`src/common/rtc_tick_regs.svh`:
```
// What this block does
// - Wrap limit 16 bits, resets all ones
// - Wrap limit applies two counter cycles later
// - Match value 16 bits, resets to zero
// - Interval code selects 4 to 32768 cycles
// - Control bit 0 turns tick timer on
// - Tick control pending flag while synchronizing
// - Tick irq enable gates tick interrupt
// - Tick flag set on every tick
// - Writing one clears tick flag
// - Tick timer halted in debug unless run bit set; counter runs on
// - Run bit keeps ticking while CPU halted
// - Counter wraps to zero, sets wrap flag
// - Count equal match sets match flag
`ifndef RTC_TICK_REGS_SVH
`define RTC_TICK_REGS_SVH

// Register indices; byte address is four times the index
`define IDX_SYNC_STATE   6'h01
`define IDX_WRAP_LO      6'h0A
`define IDX_WRAP_HI      6'h0B
`define IDX_MATCH_LO     6'h0C
`define IDX_MATCH_HI     6'h0D
`define IDX_TICK_CTRL    6'h10
`define IDX_TICK_STATE   6'h11
`define IDX_TICK_IEN     6'h12
`define IDX_TICK_FLAG    6'h13
`define IDX_TICK_DBG     6'h15
`define IDX_EVT_STATUS   6'h18
`define IDX_EVT_CLEAR    6'h19
`define IDX_EVT_ENABLE   6'h1A

`define WRAP_RESET       16'hFFFF
`define MATCH_RESET      16'h0000
`define BYTE_RESET       8'h00
`define SYNC_CYCLES      2'h2

`define TICK_ON_BIT      0
`define TICK_CODE_LSB    3
`define TICK_CODE_MSB    6
`define TICK_CODE_RSVD   4'hF
`define TICK_CTRL_MASK   8'h79

`define EVT_WRAP_BIT     0
`define EVT_MATCH_BIT    1
`define EVT_TICK_BIT     2

`endif

```
`src/common/rtc_tick_pkg.sv`:
```
package rtc_tick_pkg;
  typedef logic [15:0] word_t;
  typedef logic [7:0]  byte_t;
  typedef logic [1:0]  pend_t;
  typedef logic [7:0]  apb_addr_t;
  typedef logic [31:0] apb_data_t;
endpackage

```
`src/rtc_tick_timer.sv`:
```
`timescale 1ns/1ps
`include "rtc_tick_regs.svh"

module rtc_tick_timer (
  input  wire logic                   CLK_SYS_IN,
  input  wire logic                   RESET_IN,
  input  wire logic                   RTC_CLK_IN,
  input  wire logic                   DEBUG_HALT_IN,
  input  wire logic                   PSEL_IN,
  input  wire logic                   PENABLE_IN,
  input  wire logic                   PWRITE_IN,
  input  wire rtc_tick_pkg::apb_addr_t PADDR_IN,
  input  wire rtc_tick_pkg::apb_data_t PWDATA_IN,
  output rtc_tick_pkg::apb_data_t     PRDATA_OUT,
  output logic                        PREADY_OUT,
  output logic                        PSLVERR_OUT,
  output logic                        IRQ_OUT
);
  import rtc_tick_pkg::*;

  function automatic pend_t pend_next(input pend_t p, input logic wr, input logic stb);
    if (wr)
      pend_next = `SYNC_CYCLES;
    else if (stb && (p != 2'h0))
      pend_next = p - 2'h1;
    else
      pend_next = p;
  endfunction

  function automatic word_t tick_last(input logic [3:0] code);
    tick_last = (16'h0002 << code) - 16'h0001;
  endfunction

  function automatic logic mapped(input logic [5:0] idx);
    mapped = (idx == `IDX_SYNC_STATE) || (idx == `IDX_WRAP_LO) || (idx == `IDX_WRAP_HI) ||
             (idx == `IDX_MATCH_LO) || (idx == `IDX_MATCH_HI) || (idx == `IDX_TICK_CTRL) ||
             (idx == `IDX_TICK_STATE) || (idx == `IDX_TICK_IEN) || (idx == `IDX_TICK_FLAG) ||
             (idx == `IDX_TICK_DBG) || (idx == `IDX_EVT_STATUS) ||
             (idx == `IDX_EVT_CLEAR) || (idx == `IDX_EVT_ENABLE);
  endfunction

  // Counter clock is sampled; third stage only feeds the edge detect
  logic      rtc_s1_q, rtc_s2_q, rtc_s3_q;
  logic      halt_s1_q, halt_s2_q;
  logic      rtc_stb;
  byte_t     temp_q, temp_d;
  word_t     wrap_q, wrap_d, wrap_act_q, wrap_act_d;
  word_t     match_q, match_d, match_act_q, match_act_d;
  byte_t     tctl_q, tctl_d, tctl_act_q, tctl_act_d;
  logic      tick_ien_q, tick_ien_d;
  logic      dbg_q, dbg_d;
  logic      tick_flag_q, tick_flag_d;
  logic      wrap_flag_q, wrap_flag_d;
  logic      match_flag_q, match_flag_d;
  logic [1:0] evt_en_q, evt_en_d;
  pend_t     wrap_pend_q, wrap_pend_d;
  pend_t     match_pend_q, match_pend_d;
  pend_t     tctl_pend_q, tctl_pend_d;
  word_t     cnt_q, cnt_d;
  word_t     pit_q, pit_d;
  apb_data_t prdata_q, prdata_d;
  logic      err_q, err_d;
  logic [5:0] idx;
  logic      wr, rd_setup;
  logic      wr_wrap_lo, wr_wrap_hi, wr_match_lo, wr_match_hi, wr_tctl;
  logic      wrap_hit, match_hit, tick_run, tick_ev;
  logic [3:0] tick_code;
  byte_t     rd_byte;

  assign rtc_stb     = rtc_s2_q & ~rtc_s3_q;
  assign idx         = PADDR_IN[7:2];
  assign wr          = PSEL_IN & PENABLE_IN & PWRITE_IN;
  assign rd_setup    = PSEL_IN & ~PENABLE_IN;
  assign wr_wrap_lo  = wr && (idx == `IDX_WRAP_LO);
  assign wr_wrap_hi  = wr && (idx == `IDX_WRAP_HI);
  assign wr_match_lo = wr && (idx == `IDX_MATCH_LO);
  assign wr_match_hi = wr && (idx == `IDX_MATCH_HI);
  assign wr_tctl     = wr && (idx == `IDX_TICK_CTRL);
  assign tick_code   = tctl_act_q[`TICK_CODE_MSB:`TICK_CODE_LSB];
  // Reserved code 15 and code 0 never tick
  assign tick_run    = tctl_act_q[`TICK_ON_BIT] && (tick_code != 4'h0) &&
                       (tick_code != `TICK_CODE_RSVD);
  assign tick_ev     = tick_run && rtc_stb && !(halt_s2_q && !dbg_q) &&
                       (pit_q == tick_last(tick_code));
  assign wrap_hit    = rtc_stb && (cnt_q == wrap_act_q);
  assign match_hit   = rtc_stb && (cnt_d == match_act_q);

  always_comb begin
    rd_byte = 8'h00;
    if (idx == `IDX_SYNC_STATE) begin
      rd_byte = {7'h00, wrap_pend_q != 2'h0};
    end else if (idx == `IDX_WRAP_LO) begin
      rd_byte = wrap_q[7:0];
    end else if (idx == `IDX_WRAP_HI) begin
      rd_byte = wrap_q[15:8];
    end else if (idx == `IDX_MATCH_LO) begin
      rd_byte = match_q[7:0];
    end else if (idx == `IDX_MATCH_HI) begin
      rd_byte = match_q[15:8];
    end else if (idx == `IDX_TICK_CTRL) begin
      rd_byte = tctl_q;
    end else if (idx == `IDX_TICK_STATE) begin
      rd_byte = {7'h00, tctl_pend_q != 2'h0};
    end else if (idx == `IDX_TICK_IEN) begin
      rd_byte = {7'h00, tick_ien_q};
    end else if (idx == `IDX_TICK_FLAG) begin
      rd_byte = {7'h00, tick_flag_q};
    end else if (idx == `IDX_TICK_DBG) begin
      rd_byte = {7'h00, dbg_q};
    end else if (idx == `IDX_EVT_STATUS) begin
      rd_byte = {5'h00, tick_flag_q, match_flag_q, wrap_flag_q};
    end else if (idx == `IDX_EVT_ENABLE) begin
      rd_byte = {6'h00, evt_en_q};
    end
  end

  always_comb begin
    temp_d       = temp_q;
    wrap_d       = wrap_q;
    match_d      = match_q;
    tctl_d       = tctl_q;
    tick_ien_d   = tick_ien_q;
    dbg_d        = dbg_q;
    evt_en_d     = evt_en_q;
    wrap_act_d   = wrap_act_q;
    match_act_d  = match_act_q;
    tctl_act_d   = tctl_act_q;
    prdata_d     = prdata_q;
    err_d        = err_q;
    if (rd_setup) begin
      prdata_d = {24'h000000, rd_byte};
      err_d    = !mapped(idx);
    end
    // Low byte parks in temp so the pair commits at once
    if (wr_wrap_lo || wr_match_lo)
      temp_d = PWDATA_IN[7:0];
    if (wr_wrap_hi)
      wrap_d = {PWDATA_IN[7:0], temp_q};
    if (wr_match_hi)
      match_d = {PWDATA_IN[7:0], temp_q};
    if (wr_tctl)
      tctl_d = PWDATA_IN[7:0] & `TICK_CTRL_MASK;
    if (wr && (idx == `IDX_TICK_IEN))
      tick_ien_d = PWDATA_IN[0];
    if (wr && (idx == `IDX_TICK_DBG))
      dbg_d = PWDATA_IN[0];
    if (wr && (idx == `IDX_EVT_ENABLE))
      evt_en_d = PWDATA_IN[1:0];
    wrap_pend_d  = pend_next(wrap_pend_q, wr_wrap_hi, rtc_stb);
    match_pend_d = pend_next(match_pend_q, wr_match_hi, rtc_stb);
    tctl_pend_d  = pend_next(tctl_pend_q, wr_tctl, rtc_stb);
    // Copy into the counter side on the second counter edge
    if (rtc_stb && (wrap_pend_q == 2'h1) && !wr_wrap_hi)
      wrap_act_d = wrap_q;
    if (rtc_stb && (match_pend_q == 2'h1) && !wr_match_hi)
      match_act_d = match_q;
    if (rtc_stb && (tctl_pend_q == 2'h1) && !wr_tctl)
      tctl_act_d = tctl_q;
  end

  always_comb begin
    cnt_d = cnt_q;
    pit_d = pit_q;
    if (rtc_stb)
      cnt_d = (cnt_q == wrap_act_q) ? 16'h0000 : cnt_q + 16'h0001;
    if (!tick_run)
      pit_d = 16'h0000;
    else if (rtc_stb && !(halt_s2_q && !dbg_q))
      pit_d = tick_ev ? 16'h0000 : pit_q + 16'h0001;
  end

  always_comb begin
    wrap_flag_d  = wrap_flag_q;
    match_flag_d = match_flag_q;
    tick_flag_d  = tick_flag_q;
    if (wr && (idx == `IDX_EVT_CLEAR)) begin
      wrap_flag_d  = wrap_flag_q & ~PWDATA_IN[`EVT_WRAP_BIT];
      match_flag_d = match_flag_q & ~PWDATA_IN[`EVT_MATCH_BIT];
      tick_flag_d  = tick_flag_q & ~PWDATA_IN[`EVT_TICK_BIT];
    end
    if (wr && (idx == `IDX_TICK_FLAG))
      tick_flag_d = tick_flag_q & ~PWDATA_IN[0];
    // Set after clear so a same-cycle event survives
    if (wrap_hit)
      wrap_flag_d = 1'b1;
    if (match_hit)
      match_flag_d = 1'b1;
    if (tick_ev)
      tick_flag_d = 1'b1;
  end

  always_ff @(posedge CLK_SYS_IN or posedge RESET_IN) begin
    if (RESET_IN) begin
      rtc_s1_q     <= 1'b0;
      rtc_s2_q     <= 1'b0;
      rtc_s3_q     <= 1'b0;
      halt_s1_q    <= 1'b0;
      halt_s2_q    <= 1'b0;
      temp_q       <= `BYTE_RESET;
      wrap_q       <= `WRAP_RESET;
      wrap_act_q   <= `WRAP_RESET;
      match_q      <= `MATCH_RESET;
      match_act_q  <= `MATCH_RESET;
      tctl_q       <= `BYTE_RESET;
      tctl_act_q   <= `BYTE_RESET;
      tick_ien_q   <= 1'b0;
      dbg_q        <= 1'b0;
      evt_en_q     <= 2'h0;
      wrap_pend_q  <= 2'h0;
      match_pend_q <= 2'h0;
      tctl_pend_q  <= 2'h0;
      cnt_q        <= 16'h0000;
      pit_q        <= 16'h0000;
      wrap_flag_q  <= 1'b0;
      match_flag_q <= 1'b0;
      tick_flag_q  <= 1'b0;
      prdata_q     <= 32'h00000000;
      err_q        <= 1'b0;
    end else begin
      rtc_s1_q     <= RTC_CLK_IN;
      rtc_s2_q     <= rtc_s1_q;
      rtc_s3_q     <= rtc_s2_q;
      halt_s1_q    <= DEBUG_HALT_IN;
      halt_s2_q    <= halt_s1_q;
      temp_q       <= temp_d;
      wrap_q       <= wrap_d;
      wrap_act_q   <= wrap_act_d;
      match_q      <= match_d;
      match_act_q  <= match_act_d;
      tctl_q       <= tctl_d;
      tctl_act_q   <= tctl_act_d;
      tick_ien_q   <= tick_ien_d;
      dbg_q        <= dbg_d;
      evt_en_q     <= evt_en_d;
      wrap_pend_q  <= wrap_pend_d;
      match_pend_q <= match_pend_d;
      tctl_pend_q  <= tctl_pend_d;
      cnt_q        <= cnt_d;
      pit_q        <= pit_d;
      wrap_flag_q  <= wrap_flag_d;
      match_flag_q <= match_flag_d;
      tick_flag_q  <= tick_flag_d;
      prdata_q     <= prdata_d;
      err_q        <= err_d;
    end
  end

  assign PRDATA_OUT  = prdata_q;
  assign PREADY_OUT  = 1'b1;
  assign PSLVERR_OUT = PSEL_IN & PENABLE_IN & err_q;
  assign IRQ_OUT     = (tick_flag_q & tick_ien_q) |
                       (wrap_flag_q & evt_en_q[0]) | (match_flag_q & evt_en_q[1]);

  chk_wrap_commit: assert property (@(posedge CLK_SYS_IN) disable iff (RESET_IN)
    (rtc_stb && wrap_pend_q == 2'h1 && !wr_wrap_hi) |=> (wrap_act_q == $past(wrap_q)))
    else $error("wrap limit not applied on second counter edge");
  chk_wrap_wait: assert property (@(posedge CLK_SYS_IN) disable iff (RESET_IN)
    wr_wrap_hi |=> (wrap_act_q == $past(wrap_act_q)) && (wrap_pend_q == 2'h2))
    else $error("wrap limit applied too early");
  chk_wrap_zero: assert property (@(posedge CLK_SYS_IN) disable iff (RESET_IN)
    wrap_hit |=> (cnt_q == 16'h0000) && wrap_flag_q)
    else $error("counter did not wrap with flag");
  chk_match_set: assert property (@(posedge CLK_SYS_IN) disable iff (RESET_IN)
    match_hit |=> match_flag_q)
    else $error("match flag not set");
  chk_tick_busy: assert property (@(posedge CLK_SYS_IN) disable iff (RESET_IN)
    wr_tctl |=> (tctl_pend_q != 2'h0) ##0 (tctl_act_q == $past(tctl_act_q)))
    else $error("tick control pending flag missing");
  chk_tick_idle: assert property (@(posedge CLK_SYS_IN) disable iff (RESET_IN)
    !tctl_act_q[`TICK_ON_BIT] |-> !tick_ev ##1 (pit_q == 16'h0000))
    else $error("tick timer ran while off");
  chk_tick_len: assert property (@(posedge CLK_SYS_IN) disable iff (RESET_IN)
    tick_ev |-> (pit_q == ((16'h0004 << (tick_code - 4'h1)) - 16'h0001)) &&
                (tick_code != 4'h0) && (tick_code != `TICK_CODE_RSVD))
    else $error("tick interval wrong");
  chk_tick_commit: assert property (@(posedge CLK_SYS_IN) disable iff (RESET_IN)
    (rtc_stb && tctl_pend_q == 2'h1 && !wr_tctl) |=> (tctl_act_q == $past(tctl_q)) && (tctl_pend_q == 2'h0))
    else $error("tick control not applied when pending ends");
  chk_tick_flag: assert property (@(posedge CLK_SYS_IN) disable iff (RESET_IN)
    tick_ev |=> tick_flag_q)
    else $error("tick flag not set");
  chk_tick_clear: assert property (@(posedge CLK_SYS_IN) disable iff (RESET_IN)
    (wr && idx == `IDX_TICK_FLAG && !tick_ev) |=>
      (tick_flag_q == ($past(tick_flag_q) & ~$past(PWDATA_IN[0]))))
    else $error("tick flag clear wrong");
  chk_irq_gate: assert property (@(posedge CLK_SYS_IN) disable iff (RESET_IN)
    (tick_flag_q && tick_ien_q) |-> IRQ_OUT)
    else $error("enabled tick flag gives no interrupt");
  chk_irq_quiet: assert property (@(posedge CLK_SYS_IN) disable iff (RESET_IN)
    (!tick_ien_q && (evt_en_q == 2'h0)) |-> !IRQ_OUT)
    else $error("interrupt raised with every source disabled");
  chk_halt_hold: assert property (@(posedge CLK_SYS_IN) disable iff (RESET_IN)
    (halt_s2_q && !dbg_q && tick_run) |=> (pit_q == $past(pit_q)))
    else $error("tick timer moved while halted");
  chk_halt_run: assert property (@(posedge CLK_SYS_IN) disable iff (RESET_IN)
    (halt_s2_q && dbg_q && tick_run && rtc_stb && !tick_ev) |=> (pit_q == $past(pit_q) + 16'h0001))
    else $error("tick timer stopped despite run bit");
  chk_pair_atomic: assert property (@(posedge CLK_SYS_IN) disable iff (RESET_IN)
    (wr_wrap_lo || wr_match_lo) |=> (wrap_q == $past(wrap_q)) && (match_q == $past(match_q)))
    else $error("low byte write changed live value");
  chk_match_commit: assert property (@(posedge CLK_SYS_IN) disable iff (RESET_IN)
    wr_match_hi |=> (match_q == {$past(PWDATA_IN[7:0]), $past(temp_q)}))
    else $error("match pair not committed whole");
endmodule

```
`config.mk`:
```
export PLATFORM = sky130hd
export DESIGN_NAME = rtc_tick_timer
export DESIGN_NICKNAME = d
export VERILOG_FILES = /design/src/common/rtc_tick_pkg.sv /design/src/rtc_tick_timer.sv
export VERILOG_INCLUDE_DIRS = /design/src /design/src/common
export SDC_FILE = /design/constraint.sdc
export NUM_CORES = 1
export LEC_CHECK = 0
export BUFFER_PORTS_ARGS = -buffer_cell sky130_fd_sc_hd__buf_2
export CORE_MARGIN = 2
export CORE_UTILIZATION = 35
export CTS_BUF_LIST = sky130_fd_sc_hd__clkbuf_8
export DETAILED_ROUTE_END_ITERATION = 10
export GPL_TIMING_DRIVEN = 1
export PLACE_DENSITY = 0.6
export SKIP_LAST_GASP = 1
export SLEW_MARGIN = 5
export SYNTH_ARGS = -nofsm -noshare
export SYNTH_HDL_FRONTEND = slang
export SYNTH_SLANG_ARGS = --single-unit
```
`constraint.sdc`:
```
create_clock -name CLK_SYS_IN -period 4.4 [get_ports CLK_SYS_IN]
set_input_delay 0.88 -clock CLK_SYS_IN [delete_from_list [all_inputs] [get_ports CLK_SYS_IN]]
set_output_delay 0.88 -clock CLK_SYS_IN [all_outputs]
set_load 0.05 [all_outputs]
```
==> reports/qor.yml <==
synth:
  synth.avg_cell_area_um2: 10.5
  synth_top_area_share: 0.349
  ys_warn_count: 0
  netlist_area_um2: 7810
  synth-seq-area-share: 0.457
  ys.flop_type: "dfrtp_1"
  async_reset_ff_frac: 1.00
  ys_ff_latch: 141
  synth_area_leaders: "dfrtp_1, dfstp_2, mux2_2, nand2_1, mux2_1"
  yosysUniqueCellTypes: 82
  syn_inst: 745
  yosysTopAreaCell: "dfrtp_1"
  synth_edf_count: 0
detailed_routing:
  via_per_inst: 5.28
  wl_per_cell_um: 17.3
  drtIter0Drc: 314
  routed_wl_um: 18200
  firstDrtPassIters: 4
  route.detailed.drc: 0
  vias: 5564
  ant_nets: 0
global_route:
  grt_pass1_wl_um: 30200
  antenna_found_initial: 0
  grt_max_degree: 142
  globalRouteMet2Util: 0.251
  met1_usage: 0.228
  grt_pass1_vias: 5480
  grt-ovfl-total: 0
  use_met3: 0.0383
  track_usage: 0.163
  grt-busiest-layer: "met2"
cells_and_area:
  layout.nets: 816
  diodes: 0
  fillCellCount: 2160
  drive_above_1_share: 0.250
  area_growth_pct: 9.28
  register_area_um2: 3570
  multiInputGateArea_um2: 3890
clock_tree:
  holdBufCountCts: 0
  post-cts-setup-buffer-count: 0
  numCtsBuffers: 17
  cts.reportedPaths.clkPinSlew_ps: 90
  clock_sinks: 141
  tritoncts: "built"
  root_buffer: "clkbuf_8"
  cts_resized: 0
  insertion_delay_ps: 460
  cts_buffer_depth: 2
  cts-htree-levels: 4
critical_path:
  cp_common_cell: "xnor2_1"
  path_depth: 10
  crit_family: "simple AND/OR/NAND/NOR gates"
  path_cells: "or4b_2 > ha_1 > xnor2_1 > a41oi_1 > xnor2_1 > or3b_1 > nor4_2 > a21oi_2 > and3_1 > a221o_1"
  cp_num_buf_inv: 0
  path_class: "flip-flop to flip-flop"
  worstPathArrival_ps: 4070
  ff2ff_setup_slack_ps: 680
  rr_endpoint: "pit_q[5]$_DFFE_PP0P_"
  worst_setup_path_start_kind: "flip-flop"
  endpoint_kind: "flip-flop"
  r2r-start: "tctl_act_q[3]$_DFFE_PP0P_"
  r2r_cells: 10
  cp_slowest_stage_delay_ps: 630
  crit_slowest_cell: "or4b_2"
  worstSetupStartpoint: "tctl_act_q[3]$_DFFE_PP0P_"
  required_ps: 4740
  cp_max_fo: 16
hold_path:
  min_delay_path_depth: 0
  holdCritPathClass: "flip-flop to flip-flop"
  hp-start: "rtc_s1_q$_DFF_PP0_"
  worst_hold_path.endpoint: "rtc_s2_q$_DFF_PP0_"
placement:
  hpwlAfterDp_um: 12800
  gp_congestion: 0.863
  port_buffers: 30
die:
  ios: 82
  fp.dieW_um: 153
  core-area_um2: 21900
  initial_core_util: 0.357
  fp.dieH_um: 153
  die_area_um2: 23500
  rows: 54
sta:
  final_hold_viol_count: 0
  rsz0062_at_grt: "no"
  clock-skew-final_ps: 16.3
  setup_viol: 0
  tightest_slew_ps: 1100
  fin_crit_sh: 0.846
  finalCriticalPeriod_ps: 3720
  setup-tns-final_ps: 0
  max_freq_mhz: 269
  maxSlewViolCount: 0
  slew_headroom: 0.263
power_and_ir_drop:
  leakage_nw: 3.87
  peakVddDrop_mv: 0.258
  finalPower_w: 0.00348
  pwr_density_cell_nw_per_um2: 408
outcome:
  outcome: "finished clean"
job:
  drv_cap: 0
[metal layers]
layer / vias to the layer above / share of wire
li1: 2676 / -
met1: 2742 / 0.48
met2: 127 / 0.46
met3: 19 / 0.044
met4: 0 / 0.014
met5: - / 0
[cells in the mapped netlist, types with 3 or more instances]
| cell | instances |
|---|---|
| a211oi_1 | 3 |
| a21o_1 | 4 |
| a21oi_1 | 18 |
| a221o_1 | 4 |
| a221oi_1 | 7 |
| a22o_1 | 3 |
| a22oi_1 | 4 |
| and3_1 | 12 |
| buf_1 | 6 |
| buf_2 | 13 |
| buf_4 | 25 |
| clkbuf_1 | 22 |
| dfrtp_1 | 109 |
| dfstp_2 | 32 |
| ha_1 | 9 |
| inv_1 | 17 |
| mux2_1 | 20 |
| mux2_2 | 66 |
| mux2i_1 | 7 |
| nand2_1 | 67 |
| nand2b_1 | 9 |
| nand3_1 | 29 |
| nand3b_1 | 3 |
| nand4_1 | 5 |
| nor2_1 | 43 |
| nor2b_1 | 9 |
| nor3_1 | 10 |
| nor3_2 | 3 |
| nor3b_1 | 4 |
| nor4_1 | 13 |
| nor4_2 | 3 |
| nor4bb_1 | 3 |
| o21a_1 | 3 |
| o21ai_0 | 27 |
| o21ai_1 | 11 |
| o311ai_0 | 4 |
| o311ai_1 | 6 |
| or3_1 | 7 |
| or4_1 | 3 |
| xnor2_1 | 23 |
| xor2_1 | 25 |
[logic make-up after synthesis]
family / Yosys count / share of synthesized area
xor+xnor: 49 / 0.0569
flops: 141 / 0.457
buf+inv: 85 / 0.0559
compound gates: 120 / 0.106
mux: 94 / 0.136
fa+ha+maj: 9 / 0.0144
other cells: 2 / 0.000962
simple gates: 245 / 0.173
[through the flow]
stage / hold WS (ps) / setup slack [ps] / utilization / cells / area (um2)
2_1_floorplan: 331 / 1000 / - / 768 / 7900
3_3_place_gp: 333 / 703 / 0.371 / 1021 / 8120
3_5_place_dp: 346 / 720 / 0.371 / 1021 / 8120
4_1_cts: 363 / 675 / 0.390 / 1053 / 8530
5_1_grt: 373 / 361 / 0.390 / 1053 / 8530
6_report: 359 / 676 / 0.390 / 1053 / 8530
[power by group]
part / internal (W) / leakage, nW / switching (W) / total (W)
registers: 0.00142 / 1.80 / 0.000126 / 0.00154
clock network: 0.000524 / 0.204 / 0.000580 / 0.00110
logic: 0.000356 / 1.87 / 0.000479 / 0.000835
[final cells by class]
cell class / instances / area share
Tap cell: 280 / 0.0411
Clock inverter: 15 / 0.0205
Sequential cell: 141 / 0.418
Multi-Input combinational cell: 542 / 0.457
Clock buffer: 17 / 0.0274
Inverter: 18 / 0.00836
Timing Repair Buffer: 40 / 0.0279
[registers in the layout, summed over array words and instances, names as in the netlist, 2 cells and up]
register / count
wrap_act_q: 16
cnt_q: 16
match_q: 16
match_act_q: 16
PRDATA_OUT: 8
wrap_q: 16
temp_q: 8
tctl_pend_q: 2
wrap_pend_q: 2
tctl_q: 5
evt_en_q: 2
tctl_act_q: 5
match_pend_q: 2
pit_q: 16
[worst max-delay path by stage]
stage,slack [ps],endpoint
after detailed placement,720,pit_q[6]$_DFFE_PP0P_
after global routing,360,pit_q[6]$_DFFE_PP0P_
after CTS,670,pit_q[5]$_DFFE_PP0P_
after floorplan,1000,pit_q[6]$_DFFE_PP0P_
final,680,pit_q[5]$_DFFE_PP0P_
after global placement,700,pit_q[5]$_DFFE_PP0P_
[worst reg2reg max path, cell delays in order, from the launching register on]
cell and delay (ps):
dfrtp_1 600, or4b_2 630, ha_1 380, xnor2_1 190
a41oi_1 250, xnor2_1 120, or3b_1 390, nor4_2 300
a21oi_2 250, and3_1 240, a221o_1 250
[cell usage in the layout, fill, tap and decap left out, types with 17 or more instances in the layout]
| cell | netlist | routed |
|---|---|---|
| a21oi_1 | 18 | 18 |
| buf_2 | 13 | 30 |
| clkbuf_8 | 0 | 17 |
| conb_1 | 2 | 25 |
| dfrtp_1 | 109 | 109 |
| dfstp_2 | 32 | 32 |
| mux2_1 | 20 | 20 |
| mux2_2 | 66 | 66 |
| nand2_1 | 67 | 67 |
| nand3_1 | 29 | 29 |
| nor2_1 | 43 | 43 |
| o21ai_0 | 27 | 27 |
| xnor2_1 | 23 | 23 |
| xor2_1 | 25 | 25 |
Note: power is estimated with default switching activity, not from simulation.
